[src/bstap_regs.svh]
// constants shared by both ends of the boundary-scan test access link
`ifndef BSTAP_REGS_SVH
`define BSTAP_REGS_SVH

// instruction register
`define BSTAP_IR_W          3
`define BSTAP_IR_RESET      3'h7
`define BSTAP_IR_CAPTURE    3'h1

// boundary scan chain
`define BSTAP_BSR_LEN       188

// tms high edges that force test-logic-reset from any state
`define BSTAP_TLR_ONES      5

// processor reset window after leaving external test, in bus clocks
`define BSTAP_EXIT_WINDOW   8
`define BSTAP_EXIT_START    10

// host tms patterns, lsb sent first, and their lengths
`define BSTAP_PAT_RESET     6'h1f
`define BSTAP_LEN_RESET     6
`define BSTAP_PAT_DR        6'h01
`define BSTAP_LEN_DR        3
`define BSTAP_PAT_IR        6'h03
`define BSTAP_LEN_IR        4

// host test clock timing
`define BSTAP_CLK_MHZ       100
`define BSTAP_TCK_HALF_NS   40
`define BSTAP_TCK_HALF_CYC  ((`BSTAP_TCK_HALF_NS * `BSTAP_CLK_MHZ + 999) / 1000)

`endif

[src/bstap_pkg.sv]
// types shared by both ends of the boundary-scan test access link
package bstap_pkg;

  // sixteen controller states, one-hot
  typedef enum logic [15:0] {
    st_reset    = 16'h0001,
    st_idle     = 16'h0002,
    st_sel_dr   = 16'h0004,
    st_cap_dr   = 16'h0008,
    st_shift_dr = 16'h0010,
    st_exit1_dr = 16'h0020,
    st_pause_dr = 16'h0040,
    st_exit2_dr = 16'h0080,
    st_upd_dr   = 16'h0100,
    st_sel_ir   = 16'h0200,
    st_cap_ir   = 16'h0400,
    st_shift_ir = 16'h0800,
    st_exit1_ir = 16'h1000,
    st_pause_ir = 16'h2000,
    st_exit2_ir = 16'h4000,
    st_upd_ir   = 16'h8000
  } bstap_state_t;

  // instruction codes
  typedef enum logic [2:0] {
    ins_extest  = 3'h0,
    ins_highz   = 3'h1,
    ins_sample  = 3'h2,
    ins_clamp   = 3'h4,
    ins_private = 3'h6,
    ins_bypass  = 3'h7
  } bstap_instr_t;

  // host operations
  typedef enum logic [1:0] {
    op_reset = 2'h0,
    op_ir    = 2'h1,
    op_dr    = 2'h2
  } bstap_op_t;

  // host sequencer states
  typedef enum logic [3:0] {
    h_idle = 4'h1,
    h_pre  = 4'h2,
    h_data = 4'h4,
    h_post = 4'h8
  } bstap_hstate_t;

endpackage

[src/bstap_if.sv]
// four-wire test access link between the tester and the device
`timescale 1ns/100ps
interface bstap_if;
  logic tck;
  logic tms;
  logic tdi;
  logic tdo;
  logic tdo_oe;
  logic tdo_line;

  // tdo floats when not driven; the tester sees the pull level then
  assign tdo_line = tdo_oe ? tdo : 1'b1;

  modport dev  (input tck, input tms, input tdi, output tdo, output tdo_oe);
  modport host (output tck, output tms, output tdi, input tdo_line);
endinterface

[src/bstap_dev.sv]
// device end: tap controller, instruction decode, bypass and boundary scan
//
// Overview of operation
// tms sampled on tck rise steers controller
// tdi sampled on tck rising edge
// tdo driven only in shift states, falling
// three-bit instruction register, no parity
// active instruction changes only in update-ir or test-logic-reset
// test-logic-reset loads all-ones bypass instruction
// capture-ir loads fixed value 001
// instruction bits enter lsb first
// decode six instruction codes to registers
// external test selects chain, resets core
// highz resets core, bypass, floats pins
// five tms-high edges reach test-logic-reset
// sample captures pins in capture-dr, transparently
// preload latches chain in update-dr
// clamp drives pins from chain, bypass path
// bypass captures zero in capture-dr
// tester synchronises its sampling to bus clock
// unassigned and private codes select bypass
// chain is 188 cells, bit zero first
// control cells cleared in test-logic-reset
// power-on detect holds test-logic-reset
// core reset starts tenth clock after exit
`timescale 1ns/100ps
`include "bstap_regs.svh"

module bstap_dev
  import bstap_pkg::*;
#(
  parameter int                  BSR_LEN  = `BSTAP_BSR_LEN,
  parameter logic [BSR_LEN-1:0]  CTL_MASK = '0
)
(
  // system
  input  wire logic               clk,
  input  wire logic               sys_rst,
  input  wire logic               por,
  // test access link
  bstap_if.dev                    jtag,
  // system pins seen by the chain and by the exit window
  input  wire logic [BSR_LEN-1:0] pins_in,
  input  wire logic               processor_reset_input_n,
  // controls toward the core and pad ring
  output logic [BSR_LEN-1:0]      bsr_out,
  output logic                    pins_from_bsr,
  output logic                    pins_highz,
  output logic                    core_reset,
  output logic                    reset_start,
  output logic [2:0]              active_instr
);
  // instruction that routes the chain, else the bypass bit is used
  function automatic logic sel_chain(input logic [2:0] ir);
    sel_chain = (ir == ins_extest) || (ir == ins_sample);
  endfunction
  // controller transition on one tck rise
  function automatic bstap_state_t tap_next(input bstap_state_t s, input logic m);
    case (s)
      st_reset:    tap_next = m ? st_reset    : st_idle;
      st_idle:     tap_next = m ? st_sel_dr   : st_idle;
      st_sel_dr:   tap_next = m ? st_sel_ir   : st_cap_dr;
      st_cap_dr:   tap_next = m ? st_exit1_dr : st_shift_dr;
      st_shift_dr: tap_next = m ? st_exit1_dr : st_shift_dr;
      st_exit1_dr: tap_next = m ? st_upd_dr   : st_pause_dr;
      st_pause_dr: tap_next = m ? st_exit2_dr : st_pause_dr;
      st_exit2_dr: tap_next = m ? st_upd_dr   : st_shift_dr;
      st_upd_dr:   tap_next = m ? st_sel_dr   : st_idle;
      st_sel_ir:   tap_next = m ? st_reset    : st_cap_ir;
      st_cap_ir:   tap_next = m ? st_exit1_ir : st_shift_ir;
      st_shift_ir: tap_next = m ? st_exit1_ir : st_shift_ir;
      st_exit1_ir: tap_next = m ? st_upd_ir   : st_pause_ir;
      st_pause_ir: tap_next = m ? st_exit2_ir : st_pause_ir;
      st_exit2_ir: tap_next = m ? st_upd_ir   : st_shift_ir;
      st_upd_ir:   tap_next = m ? st_sel_dr   : st_idle;
      default:     tap_next = st_reset;
    endcase
  endfunction
  // pin synchronisers; stage one feeds stage two only
  logic tck_s1_reg, tck_s2_reg, tck_s3_reg;
  logic tms_s1_reg, tms_s2_reg;
  logic tdi_s1_reg, tdi_s2_reg;
  logic prst_s1_reg, prst_s2_reg;
  logic tck_rise, tck_fall;
  always_ff @(posedge clk or posedge sys_rst)
  begin
    if (sys_rst)
    begin
      tck_s1_reg  <= 1'b0;
      tck_s2_reg  <= 1'b0;
      tck_s3_reg  <= 1'b0;
      tms_s1_reg  <= 1'b1;
      tms_s2_reg  <= 1'b1;
      tdi_s1_reg  <= 1'b1;
      tdi_s2_reg  <= 1'b1;
      prst_s1_reg <= 1'b1;
      prst_s2_reg <= 1'b1;
    end
    else
    begin
      tck_s1_reg  <= jtag.tck;
      tck_s2_reg  <= tck_s1_reg;
      tck_s3_reg  <= tck_s2_reg;
      tms_s1_reg  <= jtag.tms;
      tms_s2_reg  <= tms_s1_reg;
      tdi_s1_reg  <= jtag.tdi;
      tdi_s2_reg  <= tdi_s1_reg;
      prst_s1_reg <= processor_reset_input_n;
      prst_s2_reg <= prst_s1_reg;
    end
  end
  // tms and tdi pass the same depth as tck, so they stay aligned to its edges
  assign tck_rise = tck_s2_reg & ~tck_s3_reg;
  assign tck_fall = ~tck_s2_reg & tck_s3_reg;
  // controller and scan state
  bstap_state_t       state_reg, state_next;
  logic [2:0]         ir_shift_reg, ir_shift_next;
  logic [2:0]         ir_reg, ir_next;
  logic               byp_reg, byp_next;
  logic [BSR_LEN-1:0] bsr_shift_reg, bsr_shift_next;
  logic [BSR_LEN-1:0] bsr_upd_reg, bsr_upd_next;
  logic               tdo_reg, tdo_next;
  logic               tdo_oe_reg, tdo_oe_next;
  always_comb
  begin
    state_next     = state_reg;
    ir_shift_next  = ir_shift_reg;
    ir_next        = ir_reg;
    byp_next       = byp_reg;
    bsr_shift_next = bsr_shift_reg;
    bsr_upd_next   = bsr_upd_reg;
    tdo_next       = tdo_reg;
    tdo_oe_next    = tdo_oe_reg;
    // rising edge: advance, capture and shift
    if (tck_rise)
    begin
      state_next = tap_next(state_reg, tms_s2_reg);
      case (state_reg)
        st_cap_ir:
          ir_shift_next = `BSTAP_IR_CAPTURE;
        st_shift_ir:
          ir_shift_next = {tdi_s2_reg, ir_shift_reg[2:1]};
        st_cap_dr:
        begin
          if (sel_chain(ir_reg))
            bsr_shift_next = pins_in;
          else
            byp_next = 1'b0;
        end
        st_shift_dr:
        begin
          if (sel_chain(ir_reg))
            bsr_shift_next = {tdi_s2_reg, bsr_shift_reg[BSR_LEN-1:1]};
          else
            byp_next = tdi_s2_reg;
        end
        default: ;
      endcase
    end
    // falling edge: update stages and tdo
    if (tck_fall)
    begin
      if (state_reg == st_upd_ir)
        ir_next = ir_shift_reg;
      if (state_reg == st_upd_dr && sel_chain(ir_reg))
        bsr_upd_next = bsr_shift_reg;
      tdo_oe_next = (state_reg == st_shift_ir) || (state_reg == st_shift_dr);
      if (state_reg == st_shift_ir)
        tdo_next = ir_shift_reg[0];
      else if (state_reg == st_shift_dr)
        tdo_next = sel_chain(ir_reg) ? bsr_shift_reg[0] : byp_reg;
    end
    // power-on detect overrides anything the tester sends
    if (por)
      state_next = st_reset;
    // test-logic-reset forces bypass and safe control cells
    if (state_reg == st_reset)
    begin
      ir_next      = `BSTAP_IR_RESET;
      bsr_upd_next = bsr_upd_reg & ~CTL_MASK;
      tdo_oe_next  = 1'b0;
    end
  end
  // register controller and scan state
  always_ff @(posedge clk or posedge sys_rst)
  begin
    if (sys_rst)
    begin
      state_reg     <= st_reset;
      ir_shift_reg  <= `BSTAP_IR_RESET;
      ir_reg        <= `BSTAP_IR_RESET;
      byp_reg       <= 1'b0;
      bsr_shift_reg <= '0;
      bsr_upd_reg   <= '0;
      tdo_reg       <= 1'b1;
      tdo_oe_reg    <= 1'b0;
    end
    else
    begin
      state_reg     <= state_next;
      ir_shift_reg  <= ir_shift_next;
      ir_reg        <= ir_next;
      byp_reg       <= byp_next;
      bsr_shift_reg <= bsr_shift_next;
      bsr_upd_reg   <= bsr_upd_next;
      tdo_reg       <= tdo_next;
      tdo_oe_reg    <= tdo_oe_next;
    end
  end
  // instruction side effects and the exit window after external test
  logic       from_bsr_reg, from_bsr_next;
  logic       highz_reg, highz_next;
  logic       core_rst_reg, core_rst_next;
  logic       start_reg, start_next;
  logic [3:0] exit_cnt_reg, exit_cnt_next;
  logic       was_extest;
  assign was_extest = (ir_reg == ins_extest);
  always_comb
  begin
    from_bsr_next = (ir_reg == ins_extest) || (ir_reg == ins_clamp);
    highz_next    = (ir_reg == ins_highz);
    core_rst_next = (ir_reg == ins_extest) || (ir_reg == ins_highz);
    exit_cnt_next = exit_cnt_reg;
    start_next    = 1'b0;
    // counting is armed on the clock the core reset lifts after external test
    if (core_rst_reg && !core_rst_next && from_bsr_reg && !was_extest)
      exit_cnt_next = 4'h1;
    else if (exit_cnt_reg != 4'h0)
    begin
      if (!prst_s2_reg)
        exit_cnt_next = 4'h0;
      else if (exit_cnt_reg == 4'(`BSTAP_EXIT_START))
      begin
        exit_cnt_next = 4'h0;
        start_next    = 1'b1;
      end
      else
        exit_cnt_next = exit_cnt_reg + 4'h1;
    end
  end
  always_ff @(posedge clk or posedge sys_rst)
  begin
    if (sys_rst)
    begin
      from_bsr_reg <= 1'b0;
      highz_reg    <= 1'b0;
      core_rst_reg <= 1'b0;
      start_reg    <= 1'b0;
      exit_cnt_reg <= 4'h0;
    end
    else
    begin
      from_bsr_reg <= from_bsr_next;
      highz_reg    <= highz_next;
      core_rst_reg <= core_rst_next;
      start_reg    <= start_next;
      exit_cnt_reg <= exit_cnt_next;
    end
  end
  // outputs straight from flip-flops
  assign jtag.tdo      = tdo_reg;
  assign jtag.tdo_oe   = tdo_oe_reg;
  assign bsr_out       = bsr_upd_reg;
  assign pins_from_bsr = from_bsr_reg;
  assign pins_highz    = highz_reg;
  assign core_reset    = core_rst_reg;
  assign reset_start   = start_reg;
  assign active_instr  = ir_reg;
endmodule

[src/flat_wrapper.sv]
// flat-port wrapper written by rule: the top's interface ports become plain ports
module bstap_dev_flat import bstap_pkg::*;
#(
  parameter int                  BSR_LEN  = `BSTAP_BSR_LEN,
  parameter logic [BSR_LEN-1:0]  CTL_MASK = '0
)
  (clk, sys_rst, por, pins_in, processor_reset_input_n, bsr_out, pins_from_bsr, pins_highz, core_reset, reset_start, active_instr, jtag_tck, jtag_tms, jtag_tdi, jtag_tdo, jtag_tdo_oe);
  bstap_if jtag_i ();
  input  wire logic clk;
  input  wire logic sys_rst;
  input  wire logic por;
  input  wire logic [BSR_LEN-1:0] pins_in;
  input  wire logic processor_reset_input_n;
  output logic [BSR_LEN-1:0] bsr_out;
  output logic pins_from_bsr;
  output logic pins_highz;
  output logic core_reset;
  output logic reset_start;
  output logic [2:0] active_instr;
  input wire logic [$bits(jtag_i.tck)-1:0] jtag_tck;
  input wire logic [$bits(jtag_i.tms)-1:0] jtag_tms;
  input wire logic [$bits(jtag_i.tdi)-1:0] jtag_tdi;
  output wire logic [$bits(jtag_i.tdo)-1:0] jtag_tdo;
  output wire logic [$bits(jtag_i.tdo_oe)-1:0] jtag_tdo_oe;
  assign jtag_i.tck = jtag_tck;
  assign jtag_i.tms = jtag_tms;
  assign jtag_i.tdi = jtag_tdi;
  assign jtag_tdo = jtag_i.tdo;
  assign jtag_tdo_oe = jtag_i.tdo_oe;
  bstap_dev #(.BSR_LEN(BSR_LEN), .CTL_MASK(CTL_MASK)) u_core (.clk(clk), .sys_rst(sys_rst), .por(por), .jtag(jtag_i), .pins_in(pins_in), .processor_reset_input_n(processor_reset_input_n), .bsr_out(bsr_out), .pins_from_bsr(pins_from_bsr), .pins_highz(pins_highz), .core_reset(core_reset), .reset_start(reset_start), .active_instr(active_instr));
endmodule
[config.mk]
export PLATFORM = sky130hd
export DESIGN_NAME = bstap_dev_flat
export DESIGN_NICKNAME = d
export VERILOG_FILES = /design/src/bstap_pkg.sv /design/src/bstap_if.sv /design/src/bstap_dev.sv /design/src/flat_wrapper.sv
export VERILOG_INCLUDE_DIRS = /design/src
export SDC_FILE = /design/constraint.sdc
export NUM_CORES = 1
export LEC_CHECK = 0
export ABC_AREA = 1
export BUFFER_PORTS_ARGS = -buffer_cell sky130_fd_sc_hd__buf_2
export CAP_MARGIN = 20
export CORE_UTILIZATION = 30
export CTS_BUF_LIST = sky130_fd_sc_hd__clkbuf_8
export DETAILED_ROUTE_END_ITERATION = 8
export HOLD_SLACK_MARGIN = 0.03
export PLACE_DENSITY = 0.51
export SETUP_SLACK_MARGIN = 0.2
export SYNTH_ARGS = -nofsm -noshare
export SYNTH_HDL_FRONTEND = slang
export SYNTH_SLANG_ARGS = --single-unit
[constraint.sdc]
create_clock -name clk -period 16.1 [get_ports clk]
set_clock_uncertainty 0.15 [all_clocks]
set_input_delay 0.805 -clock clk [delete_from_list [all_inputs] [get_ports clk]]
set_output_delay 0.805 -clock clk [all_outputs]
set_load 0.01 [all_outputs]
==> run metrics <==
outcome complete, no violations; number of detailed-route iterations in the first pass 5; crit start category register; LEAKAGE 13.2 nW; area of the mapped netlist 17800 sq um; category of the most critical setup path reg -> reg; class of the most critical hold timing path in -> reg; net count reported at finish 2641; total CTS buffers 78; signal arrival time at the worst endpoint between 4 and 5 ns; clock insertion delay at the later pin of the skew report 0.64 ns; Yosys reg bits ~420; buffers inserted by post-CTS timing repair 0; unrepaired setup endpoints after global routing no; antenna viol nets, final 0; highest clock frequency the design can meet 0.251 GHz; max-slew violation total from the final report 0; via count of the first global-routing pass 14100; Via-to-Cell Ratio 4.47; number of nets in the synthesized netlist 2280; Iteration-0 DRC Markers 864; fraction of layout instances using a drive strength above 1 0.217; post-DP HPWL 32200 um; power per unit of standard cell area a little under 100 nW/um^2; largest net degree at the start of global routing 151; TritonCTS clock tree yes; final weighted congestion in routability-driven placement 0.834; number of synthesis warnings 0; final critical-path share of the clock period 0.248; time the final worst path needs with I/O delays and setup approximately 4.0 ns; setup TNS 0 ns; end-of-flow core utilization 0.375; clock transition at the registers of the reported paths around 0.06 ns; Layout Area Growth over Synthesis 22.5%; proportion of synthesized chip area in sequential cells 0.588; distinct cell type count of the synthesized netlist 30; CP max FO 91; Slew Limit Headroom 0.262; port buffer count 391; global-route wire length before repair 76500 um; floorplan die height between 200 and 250 um; final setup violation count 0; placeable core region 58100 sq um; post-detailed-route DRC marker count 0; number of clock sinks seen by CTS roughly 420; number of buffers on the longest clock path 3; DR vias 14600; required time reported for the critical path endpoint 16.42 ns; Total Wirelength 48400 um; row cnt just under 90; number of maximum-capacitance constraint violations 0; remaining global-route overflow 0; final routed wire length divided by cell count 14.8 um; maximum vdd ir drop 52.1 uV; endpoint type of the worst setup path register; total global-route track usage 0.159; fill cell count 6145; final hold viol count 0; average footprint of a synthesized cell 8.55 sq um; transition time at the pin with the least slew margin 1.11 ns; starting utilization of the core area 0.306; die span in x 246 um; multi-input gate area in the final layout ~5900 sq um; root buffer selected by CTS sky130_fd_sc_hd__clkbuf_8; initial antenna violation count 10; Ports 392; H-tree lvl count 3; Storage cell area 10500 sq um; Cells after Synth 2082; full die area 60300 sq um
[cell families (layout without fill, tap and decap cells)]
family / Yosys count / in the layout / synth area share
mux: 1 / 1 / 0.000632
compound gates: 599 / 599 / 0.170
flops: 418 / 418 / 0.588
fa+ha+maj: 3 / 3 / 0.00211
simple gates: 706 / 706 / 0.155
xor+xnor: 2 / 2 / 0.000984
other cells: 0 / 7 / 0
buf+inv: 353 / 770 / 0.0831
[power breakdown]
| part | switching, mW | internal (mW) |
|---|---|---|
| sequential | 0.00595 | 1.06 |
| clock | 0.449 | 0.554 |
| combinational | 0.0552 | 0.0343 |
| total | 0.510 | 1.65 |
[placed cells by master (no fill, tap or decap), drive strengths merged, types with 3 or more instances in the layout]
cell and count:
dfstp 14, dfrtp 404, clkinvlp 4, o41ai 3, a21oi 200, ha 3
o21ai 388, nand3 26, nand4 4, nand3b 4, nor2 235, clkbuf 100
clkinv 4, inv 255, o22ai 4, diode 7, nor3 5, nand2 431
buf 406
[worst max-delay path: stages, from the launching register on]
cell and delay (ns):
sky130_fd_sc_hd__dfrtp_1 0.40, sky130_fd_sc_hd__nor2_2 0.17, sky130_fd_sc_hd__nand2_2 0.12, sky130_fd_sc_hd__nor2_2 0.49
sky130_fd_sc_hd__nand3b_1 0.25, sky130_fd_sc_hd__nand2_2 0.20, sky130_fd_sc_hd__nand3_4 0.49, sky130_fd_sc_hd__buf_4 0.59
sky130_fd_sc_hd__buf_4 0.52, sky130_fd_sc_hd__nand2_1 0.17, sky130_fd_sc_hd__o21ai_1 0.07
[synth_stat cells]
cell type | number | share of area
sky130_fd_sc_hd__dfrtp_1 | 404 | 0.57
sky130_fd_sc_hd__dfstp_2 | 14 | 0.021
sky130_fd_sc_hd__nor2_1 | 228 | 0.048
sky130_fd_sc_hd__a21oi_1 | 200 | 0.056
sky130_fd_sc_hd__nand3_4 | 1 | 0.00098
sky130_fd_sc_hd__buf_2 | 82 | 0.023
sky130_fd_sc_hd__nand2_4 | 1 | 0.00063
sky130_fd_sc_hd__ha_1 | 3 | 0.0021
sky130_fd_sc_hd__a31oi_1 | 2 | 0.00070
sky130_fd_sc_hd__mux2_2 | 1 | 0.00063
sky130_fd_sc_hd__nor3_1 | 5 | 0.0014
sky130_fd_sc_hd__nor2_2 | 7 | 0.0025
sky130_fd_sc_hd__nand2_1 | 428 | 0.090
sky130_fd_sc_hd__buf_1 | 7 | 0.0015
sky130_fd_sc_hd__nand3b_1 | 4 | 0.0017
sky130_fd_sc_hd__and2_1 | 1 | 0.00035
sky130_fd_sc_hd__buf_6 | 4 | 0.0025
sky130_fd_sc_hd__xnor2_1 | 1 | 0.00049
sky130_fd_sc_hd__clkbuf_1 | 27 | 0.0057
sky130_fd_sc_hd__buf_4 | 6 | 0.0025
sky130_fd_sc_hd__nand2_2 | 2 | 0.00070
sky130_fd_sc_hd__o22ai_1 | 4 | 0.0014
sky130_fd_sc_hd__o21ai_1 | 268 | 0.075
sky130_fd_sc_hd__o31ai_1 | 2 | 0.00084
sky130_fd_sc_hd__nand3_1 | 25 | 0.0070
sky130_fd_sc_hd__inv_1 | 227 | 0.048
sky130_fd_sc_hd__nand4_1 | 4 | 0.0014
sky130_fd_sc_hd__xor2_1 | 1 | 0.00049
sky130_fd_sc_hd__o41ai_1 | 3 | 0.0015
sky130_fd_sc_hd__o21ai_0 | 120 | 0.034
[metrics by stage]
stage | setup slack [ns] | instances | hold slack [ns] | power (mW) | cell area, sq um
after global routing | 11.69 | 3269 | 0.0633 | 2.26 | 21800
final | 12.12 | 3271 | 0.133 | 2.16 | 21800
after floorplan | 3.53 | 2082 | 0.181 | 1.13 | 17800
after detailed placement | 12.14 | 3126 | 0.197 | 1.18 | 20200
after CTS | 12.12 | 3263 | 0.0417 | 2.21 | 21800
after global placement | 12.14 | 3126 | 0.185 | 1.17 | 20200
[layout make-up]
| cell class | instances | share of cell area |
|---|---|---|
| clock buffers | 100 | 0.0631 |
| multi-input cells | 1311 | 0.268 |
| well taps | 765 | 0.0439 |
| flip-flops and latches | 418 | 0.480 |
| clock inverters | 36 | 0.00734 |
| diodes | 7 | 0.000803 |
| inverters | 227 | 0.0394 |
| repair buffers | 407 | 0.0968 |
[what timing repair did]
action / in CTS / in global routing
resized for setup: 0 / 0
endpoints found under the hold margin: 1 / 0
hold buffers: 1 / 0
[final timing paths]
check | to | cells after the start | slack [ns] | from
worst max-delay path | u_core.bsr_shift_reg[98]$_DFFE_PP0P_ | 10 | 12.12 | u_core.state_reg[12]$_DFFE_PP0P_
worst min-delay path | u_core.tms_s1_reg$_DFF_PP1_ | 1 | 0.13 | jtag_tms
worst max register to register | u_core.bsr_shift_reg[98]$_DFFE_PP0P_ | 10 | 12.12 | u_core.state_reg[12]$_DFFE_PP0P_
worst min register to register | u_core.tck_s2_reg$_DFF_PP0_ | 0 | 0.20 | u_core.tck_s1_reg$_DFF_PP0_
max in group asynchronous | u_core.state_reg[8]$_DFFE_PP0P_ | 4 | 13.13 | sys_rst
min in group asynchronous | u_core.bsr_out[68]$_DFFE_PP0P_ | 2 | 0.24 | sys_rst
[metal layers]
layer | share of wire | global-route usage | up-vias
li1 | - | - | 7400
met1 | 0.45 | 0.209 | 6788
met2 | 0.46 | 0.242 | 338
met3 | 0.071 | 0.0497 | 77
met4 | 0.025 | 0.0667 | 10
met5 | 0.0012 | 0 | -
Note: power is estimated with default switching activity, not from simulation.
